`src/bmce_pkg.sv`:
```
package bmce_pkg;
  // storage sizes
  localparam int AUX_COUNT = 8;
  localparam int STACK_DEPTH = 8;
  localparam int FIFO_DEPTH = 8;
  localparam int WORD_W = 16;

  // opcodes (high byte of the first word; accumulator call is the whole word, conditional call its top six bits)
  localparam logic [7:0] OPC_PGM_MOVE = 8'hA5;
  localparam logic [15:0] OPC_ACC_CALL = 16'hBE30;
  localparam logic [7:0] OPC_IMM_CALL = 8'h7A;
  localparam logic [5:0] OPC_COND_CALL = 6'h3A;

  // first-word field positions
  localparam int OPC_MSB = 15;
  localparam int OPC_LSB = 8;
  localparam int CC_LSB = 10;
  localparam int IND_BIT = 7;
  localparam int ARU_MSB = 6;
  localparam int ARU_LSB = 4;
  localparam int NXT_BIT = 3;
  localparam int NAR_MSB = 2;
  localparam int NAR_LSB = 0;
  localparam int DMA_MSB = 6;
  localparam int DMA_LSB = 0;

  // auxiliary register update codes
  localparam logic [2:0] ARU_HOLD = 3'h0;
  localparam logic [2:0] ARU_DEC = 3'h1;
  localparam logic [2:0] ARU_INC = 3'h2;
  localparam logic [2:0] ARU_BR_DEC = 3'h4;
  localparam logic [2:0] ARU_IDX_DEC = 3'h5;
  localparam logic [2:0] ARU_IDX_INC = 3'h6;
  localparam logic [2:0] ARU_BR_INC = 3'h7;

  // cycle figures
  localparam logic [17:0] CYC_MOVE_BASE = 18'h00003;
  localparam logic [17:0] CYC_MOVE_SLOW = 18'h00004;
  localparam logic [17:0] CYC_CALL = 18'h00004;
  localparam logic [17:0] CYC_SKIP = 18'h00002;
  localparam logic [17:0] CYC_RPT_EXTRA = 18'h00002;
  localparam logic [17:0] CYC_RPT_SHARED = 18'h00004;
  localparam logic [17:0] CYC_AT_START = 18'h00002;

  // program counter steps and reset values
  localparam logic [15:0] PC_STEP_ONE = 16'h0001;
  localparam logic [15:0] PC_STEP_TWO = 16'h0002;
  localparam logic [15:0] PC_RESET = 16'h0000;
  localparam logic [16:0] WORDS_ONE = 17'h00001;

  typedef enum logic [1:0] {ST_IDLE, ST_MOVE, ST_CALL} bmce_state_t;
endpackage

```
`src/bmce_stream_if.sv`:
```
`timescale 1ns/10ps
// one word stream with valid/ready handshake
interface bmce_stream_if #(parameter int WIDTH = 16);
  logic valid; // word on data is offered
  logic ready; // receiver takes it this cycle
  logic [WIDTH-1:0] data;
  modport src (output valid, output data, input ready);
  modport snk (input valid, input data, output ready);
endinterface

```
`src/bmce_fifo.sv`:
```
`timescale 1ns/10ps
module bmce_fifo #(
  parameter int WIDTH = 16,
  parameter int DEPTH = 8
) (
  input wire logic clk,
  input wire logic rst_n,
  bmce_stream_if.snk wr_s,
  bmce_stream_if.src rd_s
);
  localparam int AW = $clog2(DEPTH);
  localparam logic [AW:0] FULL_CNT = (AW+1)'(DEPTH);
  localparam logic [AW-1:0] LAST_PTR = AW'(DEPTH - 1);

  logic [WIDTH-1:0] mem_reg [DEPTH]; // word storage
  logic [AW-1:0] wptr_reg; // next slot to fill
  logic [AW-1:0] rptr_reg; // oldest word
  logic [AW:0] cnt_reg; // words held
  logic wr_fire;
  logic rd_fire;

  ////////////////////////////////////////////////////////////////////
  // full stalls writer, empty stalls reader
  assign wr_s.ready = cnt_reg != FULL_CNT;
  assign rd_s.valid = cnt_reg != '0;
  assign rd_s.data = mem_reg[rptr_reg];
  assign wr_fire = wr_s.valid && wr_s.ready;
  assign rd_fire = rd_s.valid && rd_s.ready;

  // storage needs no reset
  always_ff @(posedge clk) begin
    if (wr_fire) begin
      mem_reg[wptr_reg] <= wr_s.data;
    end
  end

  // pointers wrap at depth
  always_ff @(posedge clk) begin
    if (!rst_n) begin
      wptr_reg <= '0;
      rptr_reg <= '0;
    end else begin
      if (wr_fire) begin
        wptr_reg <= (wptr_reg == LAST_PTR) ? '0 : wptr_reg + 1'b1;
      end
      if (rd_fire) begin
        rptr_reg <= (rptr_reg == LAST_PTR) ? '0 : rptr_reg + 1'b1;
      end
    end
  end

  // occupancy; push with pop holds it
  always_ff @(posedge clk) begin
    if (!rst_n) begin
      cnt_reg <= '0;
    end else if (wr_fire && !rd_fire) begin
      cnt_reg <= cnt_reg + 1'b1;
    end else if (rd_fire && !wr_fire) begin
      cnt_reg <= cnt_reg - 1'b1;
    end
  end
endmodule

```
`src/bmce_exec.sv`:
```
`timescale 1ns/10ps
// Overview of operation
// - move copies program word to data word
// - second word gives first source address
// - direct offset seven bits, next register 0-7
// - destination direct or via auxiliary register
// - repeated move transfers counter plus one words
// - source address held in counter, steps one
// - save return, count down, then restore
// - indirect move updates register and pointer
// - direct destination stays fixed when repeated
// - interrupts held off during repeated move
// - repeated transfers then take one cycle each
// - any mix of on-chip and external memory
// - single move three cycles, shared block four
// - repeated move n+2, shared operands 2n
// - operands and code sharing block: 2n+2
// - external destination: four plus wait states
// - accumulator call pushes return, jumps low half
// - accumulator call four cycles, drops prefetch
// - immediate call pushes pc+2, optional register update
// - immediate call four cycles, flushes two words
// - conditional call acts as call or skips
module bmce_exec (
  input wire logic CLOCK,
  input wire logic RESETN,
  input wire logic INSTR_VALID,
  output logic INSTR_READY,
  input wire logic [15:0] INSTR_WORD0,
  input wire logic [15:0] INSTR_WORD1,
  input wire logic REPEAT_ACTIVE,
  input wire logic [15:0] REPEAT_COUNT,
  input wire logic [31:0] ACCUMULATOR,
  input wire logic COND_TRUE,
  input wire logic [8:0] DATA_PAGE,
  input wire logic DST_EXTERNAL,
  input wire logic DST_CODE_SHARED,
  input wire logic SRC_DST_SHARED,
  output logic PMEM_RD,
  output logic [15:0] PMEM_ADDR,
  input wire logic [15:0] PMEM_RDATA,
  input wire logic PMEM_RDY,
  output logic DMEM_WR,
  output logic [15:0] DMEM_ADDR,
  output logic [15:0] DMEM_WDATA,
  input wire logic DMEM_RDY,
  output logic [15:0] PC,
  output logic [15:0] MICRO_STACK,
  output logic [15:0] STACK_TOP,
  output logic [2:0] AUX_POINTER,
  output logic [15:0] AUX_CURRENT,
  output logic [15:0] REPEAT_COUNTER,
  output logic INT_INHIBIT,
  output logic PREFETCH_DISCARD,
  output logic BUSY,
  output logic DONE
);

  ////////////////////////////////////////////////////////////////////
  // helper functions

  // bit reversal for reverse-carry stepping
  function automatic logic [15:0] bit_rev(input logic [15:0] a);
    logic [15:0] r;
    r = '0;
    for (int i = 0; i < 16; i++) begin
      r[i] = a[15-i];
    end
    return r;
  endfunction

  // one register step, move and call
  function automatic logic [15:0] ar_step(
    input logic [15:0] a,
    input logic [15:0] idx,
    input logic [2:0] aru
  );
    logic [15:0] r;
    r = a;
    case (aru)
      bmce_pkg::ARU_DEC: r = a - bmce_pkg::PC_STEP_ONE;
      bmce_pkg::ARU_INC: r = a + bmce_pkg::PC_STEP_ONE;
      bmce_pkg::ARU_IDX_DEC: r = a - idx;
      bmce_pkg::ARU_IDX_INC: r = a + idx;
      bmce_pkg::ARU_BR_INC: r = bit_rev(bit_rev(a) + bit_rev(idx));
      bmce_pkg::ARU_BR_DEC: r = bit_rev(bit_rev(a) - bit_rev(idx));
      default: r = a; // hold, and the unused code
    endcase
    return r;
  endfunction

  // least cycles of a move
  function automatic logic [17:0] move_cycles(
    input logic rep,
    input logic [15:0] n,
    input logic dst_ext,
    input logic dst_code,
    input logic src_dst
  );
    logic [17:0] nn;
    nn = {2'b00, n};
    if (!rep) begin
      // shared block or external bus: one more
      return (dst_ext || dst_code) ? bmce_pkg::CYC_MOVE_SLOW
                                   : bmce_pkg::CYC_MOVE_BASE;
    end
    if (src_dst && dst_code) begin
      return (nn << 1) + bmce_pkg::CYC_RPT_EXTRA;
    end
    if (src_dst) begin
      return nn << 1;
    end
    if (dst_ext) begin
      return (nn << 1) + bmce_pkg::CYC_RPT_EXTRA;
    end
    if (dst_code) begin
      return nn + bmce_pkg::CYC_RPT_SHARED;
    end
    return nn + bmce_pkg::CYC_RPT_EXTRA;
  endfunction

  ////////////////////////////////////////////////////////////////////
  // state

  bmce_pkg::bmce_state_t state_reg; // sequencer
  logic [15:0] pc_reg; // program counter
  logic [15:0] micro_stack_reg; // return address held across a move
  logic [15:0] stack_reg [bmce_pkg::STACK_DEPTH]; // entry 0 is top
  logic [15:0] ar_reg [bmce_pkg::AUX_COUNT]; // auxiliary registers
  logic [2:0] arp_reg; // auxiliary pointer
  logic [15:0] rpt_reg; // repeat counter
  logic first_rd_reg; // first source word not yet read
  logic [16:0] wr_left_reg; // destination writes still owed
  logic [17:0] cyc_reg; // cycles spent in the instruction
  logic [17:0] min_reg; // least cycles the instruction takes
  logic [15:0] word0_reg; // first word of the running move
  logic [15:0] dir_addr_reg; // direct destination address
  logic inhibit_reg; // interrupts held off
  logic discard_reg; // prefetched words dropped
  logic done_reg; // instruction finished

  ////////////////////////////////////////////////////////////////////
  // decode

  logic [7:0] opc;
  logic is_move; // program-to-data move
  logic is_acall; // accumulator call
  logic is_call; // immediate call
  logic is_cc; // conditional call
  logic accept; // instruction taken this cycle
  logic take_call; // call discontinuity taken
  logic [15:0] ctl_word; // first word steering register updates

  assign opc = INSTR_WORD0[bmce_pkg::OPC_MSB:bmce_pkg::OPC_LSB];
  assign is_move = opc == bmce_pkg::OPC_PGM_MOVE;
  assign is_acall = INSTR_WORD0 == bmce_pkg::OPC_ACC_CALL;
  assign is_call = opc == bmce_pkg::OPC_IMM_CALL;
  assign is_cc = INSTR_WORD0[bmce_pkg::OPC_MSB:bmce_pkg::CC_LSB]
                 == bmce_pkg::OPC_COND_CALL;
  assign INSTR_READY = state_reg == bmce_pkg::ST_IDLE;
  assign accept = INSTR_VALID && INSTR_READY;
  // a condition that fails leaves only the skip
  assign take_call = accept && (is_call || (is_cc && COND_TRUE));
  assign ctl_word = INSTR_READY ? INSTR_WORD0 : word0_reg;

  ////////////////////////////////////////////////////////////////////
  // source side: program reads fill the buffer

  bmce_stream_if #(.WIDTH(bmce_pkg::WORD_W)) fill_s ();
  bmce_stream_if #(.WIDTH(bmce_pkg::WORD_W)) drain_s ();

  logic rd_req; // a source word is still wanted
  logic rd_fire; // source word arrives
  logic first_fire; // the first source word arrives
  logic wr_fire; // destination word written
  logic last_wr; // all writes done by the end of this cycle
  logic move_end; // move finishes this cycle
  logic call_end; // call or skip finishes this cycle

  // first read goes out in the accept cycle;
  // later reads run while the buffer has room
  assign rd_req = (accept && is_move)
                  || (state_reg == bmce_pkg::ST_MOVE
                      && (first_rd_reg || rpt_reg != '0));
  assign PMEM_RD = rd_req && fill_s.ready;
  assign PMEM_ADDR = INSTR_READY ? INSTR_WORD1 : pc_reg;
  assign fill_s.valid = PMEM_RD && PMEM_RDY; // wait states via ready
  assign fill_s.data = PMEM_RDATA;
  assign rd_fire = fill_s.valid;
  assign first_fire = rd_fire && (INSTR_READY || first_rd_reg);

  // buffer decouples the two sides' waits
  bmce_fifo #(
    .WIDTH(bmce_pkg::WORD_W),
    .DEPTH(bmce_pkg::FIFO_DEPTH)
  ) u_fifo (
    .clk(CLOCK),
    .rst_n(RESETN),
    .wr_s(fill_s),
    .rd_s(drain_s)
  );

  ////////////////////////////////////////////////////////////////////
  // destination side: buffer drains into data memory

  assign DMEM_WR = state_reg == bmce_pkg::ST_MOVE && drain_s.valid;
  assign drain_s.ready = state_reg == bmce_pkg::ST_MOVE && DMEM_RDY;
  assign DMEM_WDATA = drain_s.data;
  // indirect follows the pointer, direct never moves
  assign DMEM_ADDR = word0_reg[bmce_pkg::IND_BIT] ? ar_reg[arp_reg]
                                                  : dir_addr_reg;
  assign wr_fire = DMEM_WR && DMEM_RDY;
  assign last_wr = wr_left_reg == '0 || (wr_left_reg == bmce_pkg::WORDS_ONE && wr_fire);
  assign move_end = state_reg == bmce_pkg::ST_MOVE && last_wr && cyc_reg >= min_reg;
  assign call_end = state_reg == bmce_pkg::ST_CALL && cyc_reg >= min_reg;

  ////////////////////////////////////////////////////////////////////
  // sequencer

  always_ff @(posedge CLOCK) begin
    if (!RESETN) begin
      state_reg <= bmce_pkg::ST_IDLE;
    end else begin
      unique case (state_reg)
        bmce_pkg::ST_IDLE: begin
          if (accept && is_move) begin
            state_reg <= bmce_pkg::ST_MOVE;
          end else if (accept && (is_acall || is_call || is_cc)) begin
            state_reg <= bmce_pkg::ST_CALL;
          end
        end
        bmce_pkg::ST_MOVE: begin
          if (move_end) begin
            state_reg <= bmce_pkg::ST_IDLE;
          end
        end
        bmce_pkg::ST_CALL: begin
          if (call_end) begin
            state_reg <= bmce_pkg::ST_IDLE;
          end
        end
      endcase
    end
  end

  // cycle budget: the slower of this and the memories wins
  always_ff @(posedge CLOCK) begin
    if (!RESETN) begin
      cyc_reg <= '0;
      min_reg <= '0;
    end else if (accept) begin
      cyc_reg <= bmce_pkg::CYC_AT_START;
      if (is_move) begin
        min_reg <= move_cycles(REPEAT_ACTIVE, REPEAT_COUNT, DST_EXTERNAL,
                               DST_CODE_SHARED, SRC_DST_SHARED);
      end else if (is_acall || take_call) begin
        min_reg <= bmce_pkg::CYC_CALL;
      end else begin
        min_reg <= bmce_pkg::CYC_SKIP;
      end
    end else if (!INSTR_READY) begin
      cyc_reg <= cyc_reg + 1'b1;
    end
  end

  ////////////////////////////////////////////////////////////////////
  // program counter

  always_ff @(posedge CLOCK) begin
    if (!RESETN) begin
      pc_reg <= bmce_pkg::PC_RESET;
    end else if (accept) begin
      if (is_move) begin
        // counter holds the source address
        pc_reg <= first_fire ? INSTR_WORD1 + bmce_pkg::PC_STEP_ONE
                             : INSTR_WORD1;
      end else if (is_acall) begin
        pc_reg <= ACCUMULATOR[15:0];
      end else if (take_call) begin
        pc_reg <= INSTR_WORD1;
      end else if (is_cc) begin
        pc_reg <= pc_reg + bmce_pkg::PC_STEP_TWO;
      end else begin
        pc_reg <= pc_reg + bmce_pkg::PC_STEP_ONE;
      end
    end else if (move_end) begin
      pc_reg <= micro_stack_reg;
    end else if (rd_fire) begin
      pc_reg <= pc_reg + bmce_pkg::PC_STEP_ONE;
    end
  end

  // return past both move words
  always_ff @(posedge CLOCK) begin
    if (!RESETN) begin
      micro_stack_reg <= bmce_pkg::PC_RESET;
    end else if (accept && is_move) begin
      micro_stack_reg <= pc_reg + bmce_pkg::PC_STEP_TWO;
    end
  end

  // push-down stack, bottom entry lost
  always_ff @(posedge CLOCK) begin
    if (!RESETN) begin
      for (int i = 0; i < bmce_pkg::STACK_DEPTH; i++) begin
        stack_reg[i] <= bmce_pkg::PC_RESET;
      end
    end else if (accept && (is_acall || take_call)) begin
      for (int i = bmce_pkg::STACK_DEPTH - 1; i > 0; i--) begin
        stack_reg[i] <= stack_reg[i-1];
      end
      stack_reg[0] <= is_acall ? pc_reg + bmce_pkg::PC_STEP_ONE
                               : pc_reg + bmce_pkg::PC_STEP_TWO;
    end
  end

  ////////////////////////////////////////////////////////////////////
  // repeat counting

  // repetitions left after the first word
  always_ff @(posedge CLOCK) begin
    if (!RESETN) begin
      rpt_reg <= '0;
      first_rd_reg <= 1'b0;
    end else if (accept && is_move) begin
      rpt_reg <= REPEAT_ACTIVE ? REPEAT_COUNT : '0;
      first_rd_reg <= !first_fire;
    end else if (rd_fire && state_reg == bmce_pkg::ST_MOVE) begin
      if (first_rd_reg) begin
        first_rd_reg <= 1'b0;
      end else begin
        rpt_reg <= rpt_reg - bmce_pkg::PC_STEP_ONE;
      end
    end
  end

  // writes owed; move ends when the last lands
  always_ff @(posedge CLOCK) begin
    if (!RESETN) begin
      wr_left_reg <= '0;
    end else if (accept && is_move) begin
      wr_left_reg <= {1'b0, (REPEAT_ACTIVE ? REPEAT_COUNT : 16'h0000)}
                     + bmce_pkg::WORDS_ONE;
    end else if (wr_fire) begin
      wr_left_reg <= wr_left_reg - bmce_pkg::WORDS_ONE;
    end
  end

  ////////////////////////////////////////////////////////////////////
  // destination addressing

  // direct address is built once and kept for every repetition
  always_ff @(posedge CLOCK) begin
    if (!RESETN) begin
      word0_reg <= '0;
      dir_addr_reg <= '0;
    end else if (accept && is_move) begin
      word0_reg <= INSTR_WORD0;
      dir_addr_reg <= {DATA_PAGE,
                       INSTR_WORD0[bmce_pkg::DMA_MSB:bmce_pkg::DMA_LSB]};
    end
  end

  // register and pointer step after each indirect write,
  // or at once for an indirect call; index comes from register 0
  always_ff @(posedge CLOCK) begin
    if (!RESETN) begin
      for (int i = 0; i < bmce_pkg::AUX_COUNT; i++) begin
        ar_reg[i] <= '0;
      end
      arp_reg <= '0;
    end else if ((wr_fire && word0_reg[bmce_pkg::IND_BIT])
                 || (take_call && INSTR_WORD0[bmce_pkg::IND_BIT])) begin
      ar_reg[arp_reg] <= ar_step(ar_reg[arp_reg], ar_reg[0],
                                 ctl_word[bmce_pkg::ARU_MSB:bmce_pkg::ARU_LSB]);
      if (ctl_word[bmce_pkg::NXT_BIT]) begin
        arp_reg <= ctl_word[bmce_pkg::NAR_MSB:bmce_pkg::NAR_LSB];
      end
    end
  end

  ////////////////////////////////////////////////////////////////////
  // status pulses and levels

  // held from accept to the end of a repeated move only
  always_ff @(posedge CLOCK) begin
    if (!RESETN) begin
      inhibit_reg <= 1'b0;
    end else if (accept && is_move && REPEAT_ACTIVE) begin
      inhibit_reg <= 1'b1;
    end else if (move_end) begin
      inhibit_reg <= 1'b0;
    end
  end

  // pulse: fetch stage drops its two words
  always_ff @(posedge CLOCK) begin
    if (!RESETN) begin
      discard_reg <= 1'b0;
    end else begin
      discard_reg <= accept && (is_acall || take_call);
    end
  end

  // unknown words just step the counter and finish at once
  always_ff @(posedge CLOCK) begin
    if (!RESETN) begin
      done_reg <= 1'b0;
    end else begin
      done_reg <= move_end || call_end
                  || (accept && !is_move && !is_acall && !is_call && !is_cc);
    end
  end

  assign PC = pc_reg;
  assign MICRO_STACK = micro_stack_reg;
  assign STACK_TOP = stack_reg[0];
  assign AUX_POINTER = arp_reg;
  assign AUX_CURRENT = ar_reg[arp_reg];
  assign REPEAT_COUNTER = rpt_reg;
  assign INT_INHIBIT = inhibit_reg;
  assign PREFETCH_DISCARD = discard_reg;
  assign BUSY = !INSTR_READY;
  assign DONE = done_reg;
endmodule

```
`config.mk`:
```
export PLATFORM = sky130hd
export DESIGN_NAME = bmce_exec
export DESIGN_NICKNAME = d
export VERILOG_FILES = /design/src/bmce_pkg.sv /design/src/bmce_stream_if.sv /design/src/bmce_fifo.sv /design/src/bmce_exec.sv
export SDC_FILE = /design/constraint.sdc
export NUM_CORES = 1
export LEC_CHECK = 0
export BUFFER_PORTS_ARGS = -buffer_cell sky130_fd_sc_hd__buf_2
export CORE_MARGIN = 2
export CORE_UTILIZATION = 50
export CTS_BUF_LIST = sky130_fd_sc_hd__clkbuf_16
export CTS_CLUSTER_DIAMETER = 80
export DETAILED_ROUTE_END_ITERATION = 8
export PLACE_DENSITY_LB_ADDON = 0.15
export SLEW_MARGIN = 5
export SYNTH_ARGS = -nofsm -noshare
export SYNTH_HDL_FRONTEND = slang
export SYNTH_SLANG_ARGS = --single-unit
```
`constraint.sdc`:
```
create_clock -name CLOCK -period 6.2 [get_ports CLOCK]
set_clock_uncertainty 0.05 [all_clocks]
set_input_delay 0.31 -clock CLOCK [delete_from_list [all_inputs] [get_ports CLOCK]]
set_output_delay 0.31 -clock CLOCK [all_outputs]
set_load 0.01 [all_outputs]
```
==> out/results.ini <==
[outcome]
status=completed

[final_layout]
drive_gt1_share_pct=19.5
final_cell_mix=nor2_1, edfxtp_1, buf_2
nNetsFinal=2796
areaGrowthSynthToFinish_pct=15.5
seqCellArea_um2=11000
multi_input_area_um2=12100
nFillCells=4016
layout_commonest_cell=nor2_1

[synthesis]
netlist.area_leader.share_pct=34.1
synth_fa_ha_area_share_pct=4.88
ys_ff_latch=415
yosys.area.top_type=edfxtp_1
mappedNetlistNets=2573
synth_cell_types=100
synth_compound_area_share_pct=14.1
async_reset_ff_share_pct=0
synth_top_family_by_area=simple AND/OR/NAND/NOR gates
ys_seq_area_share_pct=46.1
synth_mux_area_share_pct=9.64
synthCells=2367
synth_xor_area_share_pct=5.30
syn_avg_cell_area_um2=10.1
synth-edff-count=272
ys_top_cells_by_area=edfxtp_1, dfxtp_1, mux4_2
yosysWarnings=0
synth_ff_type=edfxtp_1
syn_area_um2=23900
yosys.area_share.simple_pct=16.2

[grt]
grt_max_degree=58
grt-ovfl-total=0
antenna_found_initial=2
grt_first_pass_wirelength_um=109000
grt_pass1_vias=19000
grt_usage_pct=28.2

[sta]
final.setup.tns_ps=0
max_freq_mhz=191
timing_hold_violations_final=0
worst_slew_pin_slew_ps=1090
max-slew-margin-rel_pct=26.9
final-setup-viol-count=0
rsz0062_at_grt=no
period_needed_ps=5230
post-route-period-util_pct=84.3
final_max_slew_viol_count=0

[detailed_routing]
vias=19800
avgViaCountPerCell=6.11
drc=0
drt-initial-drc-count=1929
drt_first_pass_iters=5
postRouteAntennaNets=0
wirelength_um=71200
wire_per_inst_um=21.9

[clock_network]
clk_pin_slew_ps=60
cts_sinks=415
cts_resized=0
cts_buffers=47
h-tree-depth=2
clk_root_buffer_cell=clkbuf_16
clock_latency_ps=600
cts_tree=done
cts_buffer_depth=3

[critical_path]
cp_top_family=compound AO/OA/AOI/OAI gates
worst_path_most_repeated_cell=a311o_1
r2r_slack_ps=970
regToRegEndpoint=ar_reg[4][0]
cp_slowest_stage_delay_ps=800
crit_path_top_delay_cell=or4_1
endpoint_kind=flip-flop
path_class=flip-flop to flip-flop
worstPathRequired_ps=6580
start_kind=flip-flop
crit_cells=13
crit_chain=buf_12 -> mux4_2 -> mux2i_1 -> inv_1 -> ha_1 -> or2_0 -> a311o_1 -> o211ai_2 -> a311o_1 -> o21ai_0 -> a21oi_1 -> or4_1 -> nor2_2
crit_fanout=15
worstPathArrival_ps=5610
worstRegToRegCells=13
worst-path-buf-inv=2

[floorplan]
io_pins=253
die_area_um2=49700
die_h_um=223
std_cell_rows=80
start_util_pct=50.4
core_region_area_um2=47500
die_w_um=223

[min_path]
min-delay-start=ACCUMULATOR[5]
hold_end=PC[5]
worstHoldPathCells=3
hp-class=input port to flip-flop

[power]
powerDensity_nw_per_um2=245
comb_power_share_pct=14.5
p_sw_mw=1.86
power_leakage_nw=10.4
switching_share_pct=27.5
p_int_mw=4.91
clkPwrFrac_pct=40.6
vdd_ir_drop_max_mv=0.194
total_power_mw=6.77
p_seq_share_pct=44.8

[place]
portBuffers=236
gp_congestion=0.971
hpwlAfterDp_um=50500

[run]
maxCapViolations=0

metrics by stage:
| step | util [%] | area (um^2) | hold WS [ps] | setup slack, ps | cells |
|---|---|---|---|---|---|
| detailed placement | 54.1 | 25700 | 402 | 1040 | 3119 |
| floorplan | - | 23900 | 359 | 1360 | 2367 |
| global placement | 54.1 | 25700 | 394 | 1090 | 3119 |
| CTS | 58.1 | 27600 | 0.771 | 995 | 3244 |
| finish | 58.2 | 27600 | 35.9 | 971 | 3245 |
| global route | 58.2 | 27600 | 42.4 | 717 | 3245 |
how the worst max path moves through the flow:
stage                    endpoint  slack (ps)
global route         ar_reg[3][7]         720
detailed placement   ar_reg[1][0]        1040
finish               ar_reg[4][0]         970
global placement     ar_reg[6][0]        1090
CTS                  ar_reg[0][0]         990
floorplan           ar_reg[0][12]        1360
cell families after synthesis:
logic type                 Yosys count
and+or+nand+nor                    829
AOI/OAI and AO/OA                  511
DFF                                415
buffers and inverters              234
xor gates and xnor gates           144
muxes                              143
adders and majority gates           91
Yosys cell counts (11+ instances only):
master,instances
xnor2_1,72
mux2_2,44
nand2_1,204
a31oi_1,11
nand4_1,13
o22ai_1,20
o221ai_1,12
dfxtp_1,143
nor2_1,317
o211ai_1,12
and2_1,11
nor2_2,11
a211oi_1,57
or3_1,26
nor2b_1,13
inv_1,86
buf_2,12
a221oi_1,15
mux4_2,62
nand2b_1,15
and3_1,23
mux2i_1,34
buf_1,15
xor2_1,71
ha_1,87
clkbuf_1,117
o21ai_0,89
nand3_1,57
nor3_1,62
edfxtp_1,272
a21o_1,15
nor4_1,20
a21oi_1,153
area by class of cell:
type | instances | share of cell area, %
Timing Repair Buffer | 321 | 6.96
Tap cell | 615 | 2.78
Multi-Input combinational cell | 1718 | 43.6
Inverter | 87 | 1.18
Clock inverter | 41 | 1.32
Antenna cell | 1 | 0.00905
Clock buffer | 47 | 4.25
Sequential cell | 415 | 39.9
metal layers:
metal  vias up  routed length, um  track usage, %
met3       125               5940            5.49
met4         2               2100            8.83
li1       9211                  -               -
met1      9622              30900            39.2
met5         -                 13               0
met2       879              32300            44.6
timing repair:
item,4_1_cts,5_1_grt
hold buffers,37,0
hold endpoints to repair,149,0
buffers inserted,0,0
power groups by stage:
stage / logic (mW) / clock network, mW / registers (mW)
2_1_floorplan: 0.623 / 0 / 3.07
4_1_cts: 0.963 / 2.81 / 3.04
3_5_place_dp: 0.937 / 0 / 3.09
6_report: 0.984 / 2.75 / 3.04
3_3_place_gp: 0.925 / 0 / 3.09
5_1_grt: 1.05 / 2.93 / 3.04
worst min-delay path, cell delays in order:
cell and delay, ps:
buf_2 90, a211oi_1 70, nor3_1 150
No activity file was read; power rests on OpenSTA's default activity.
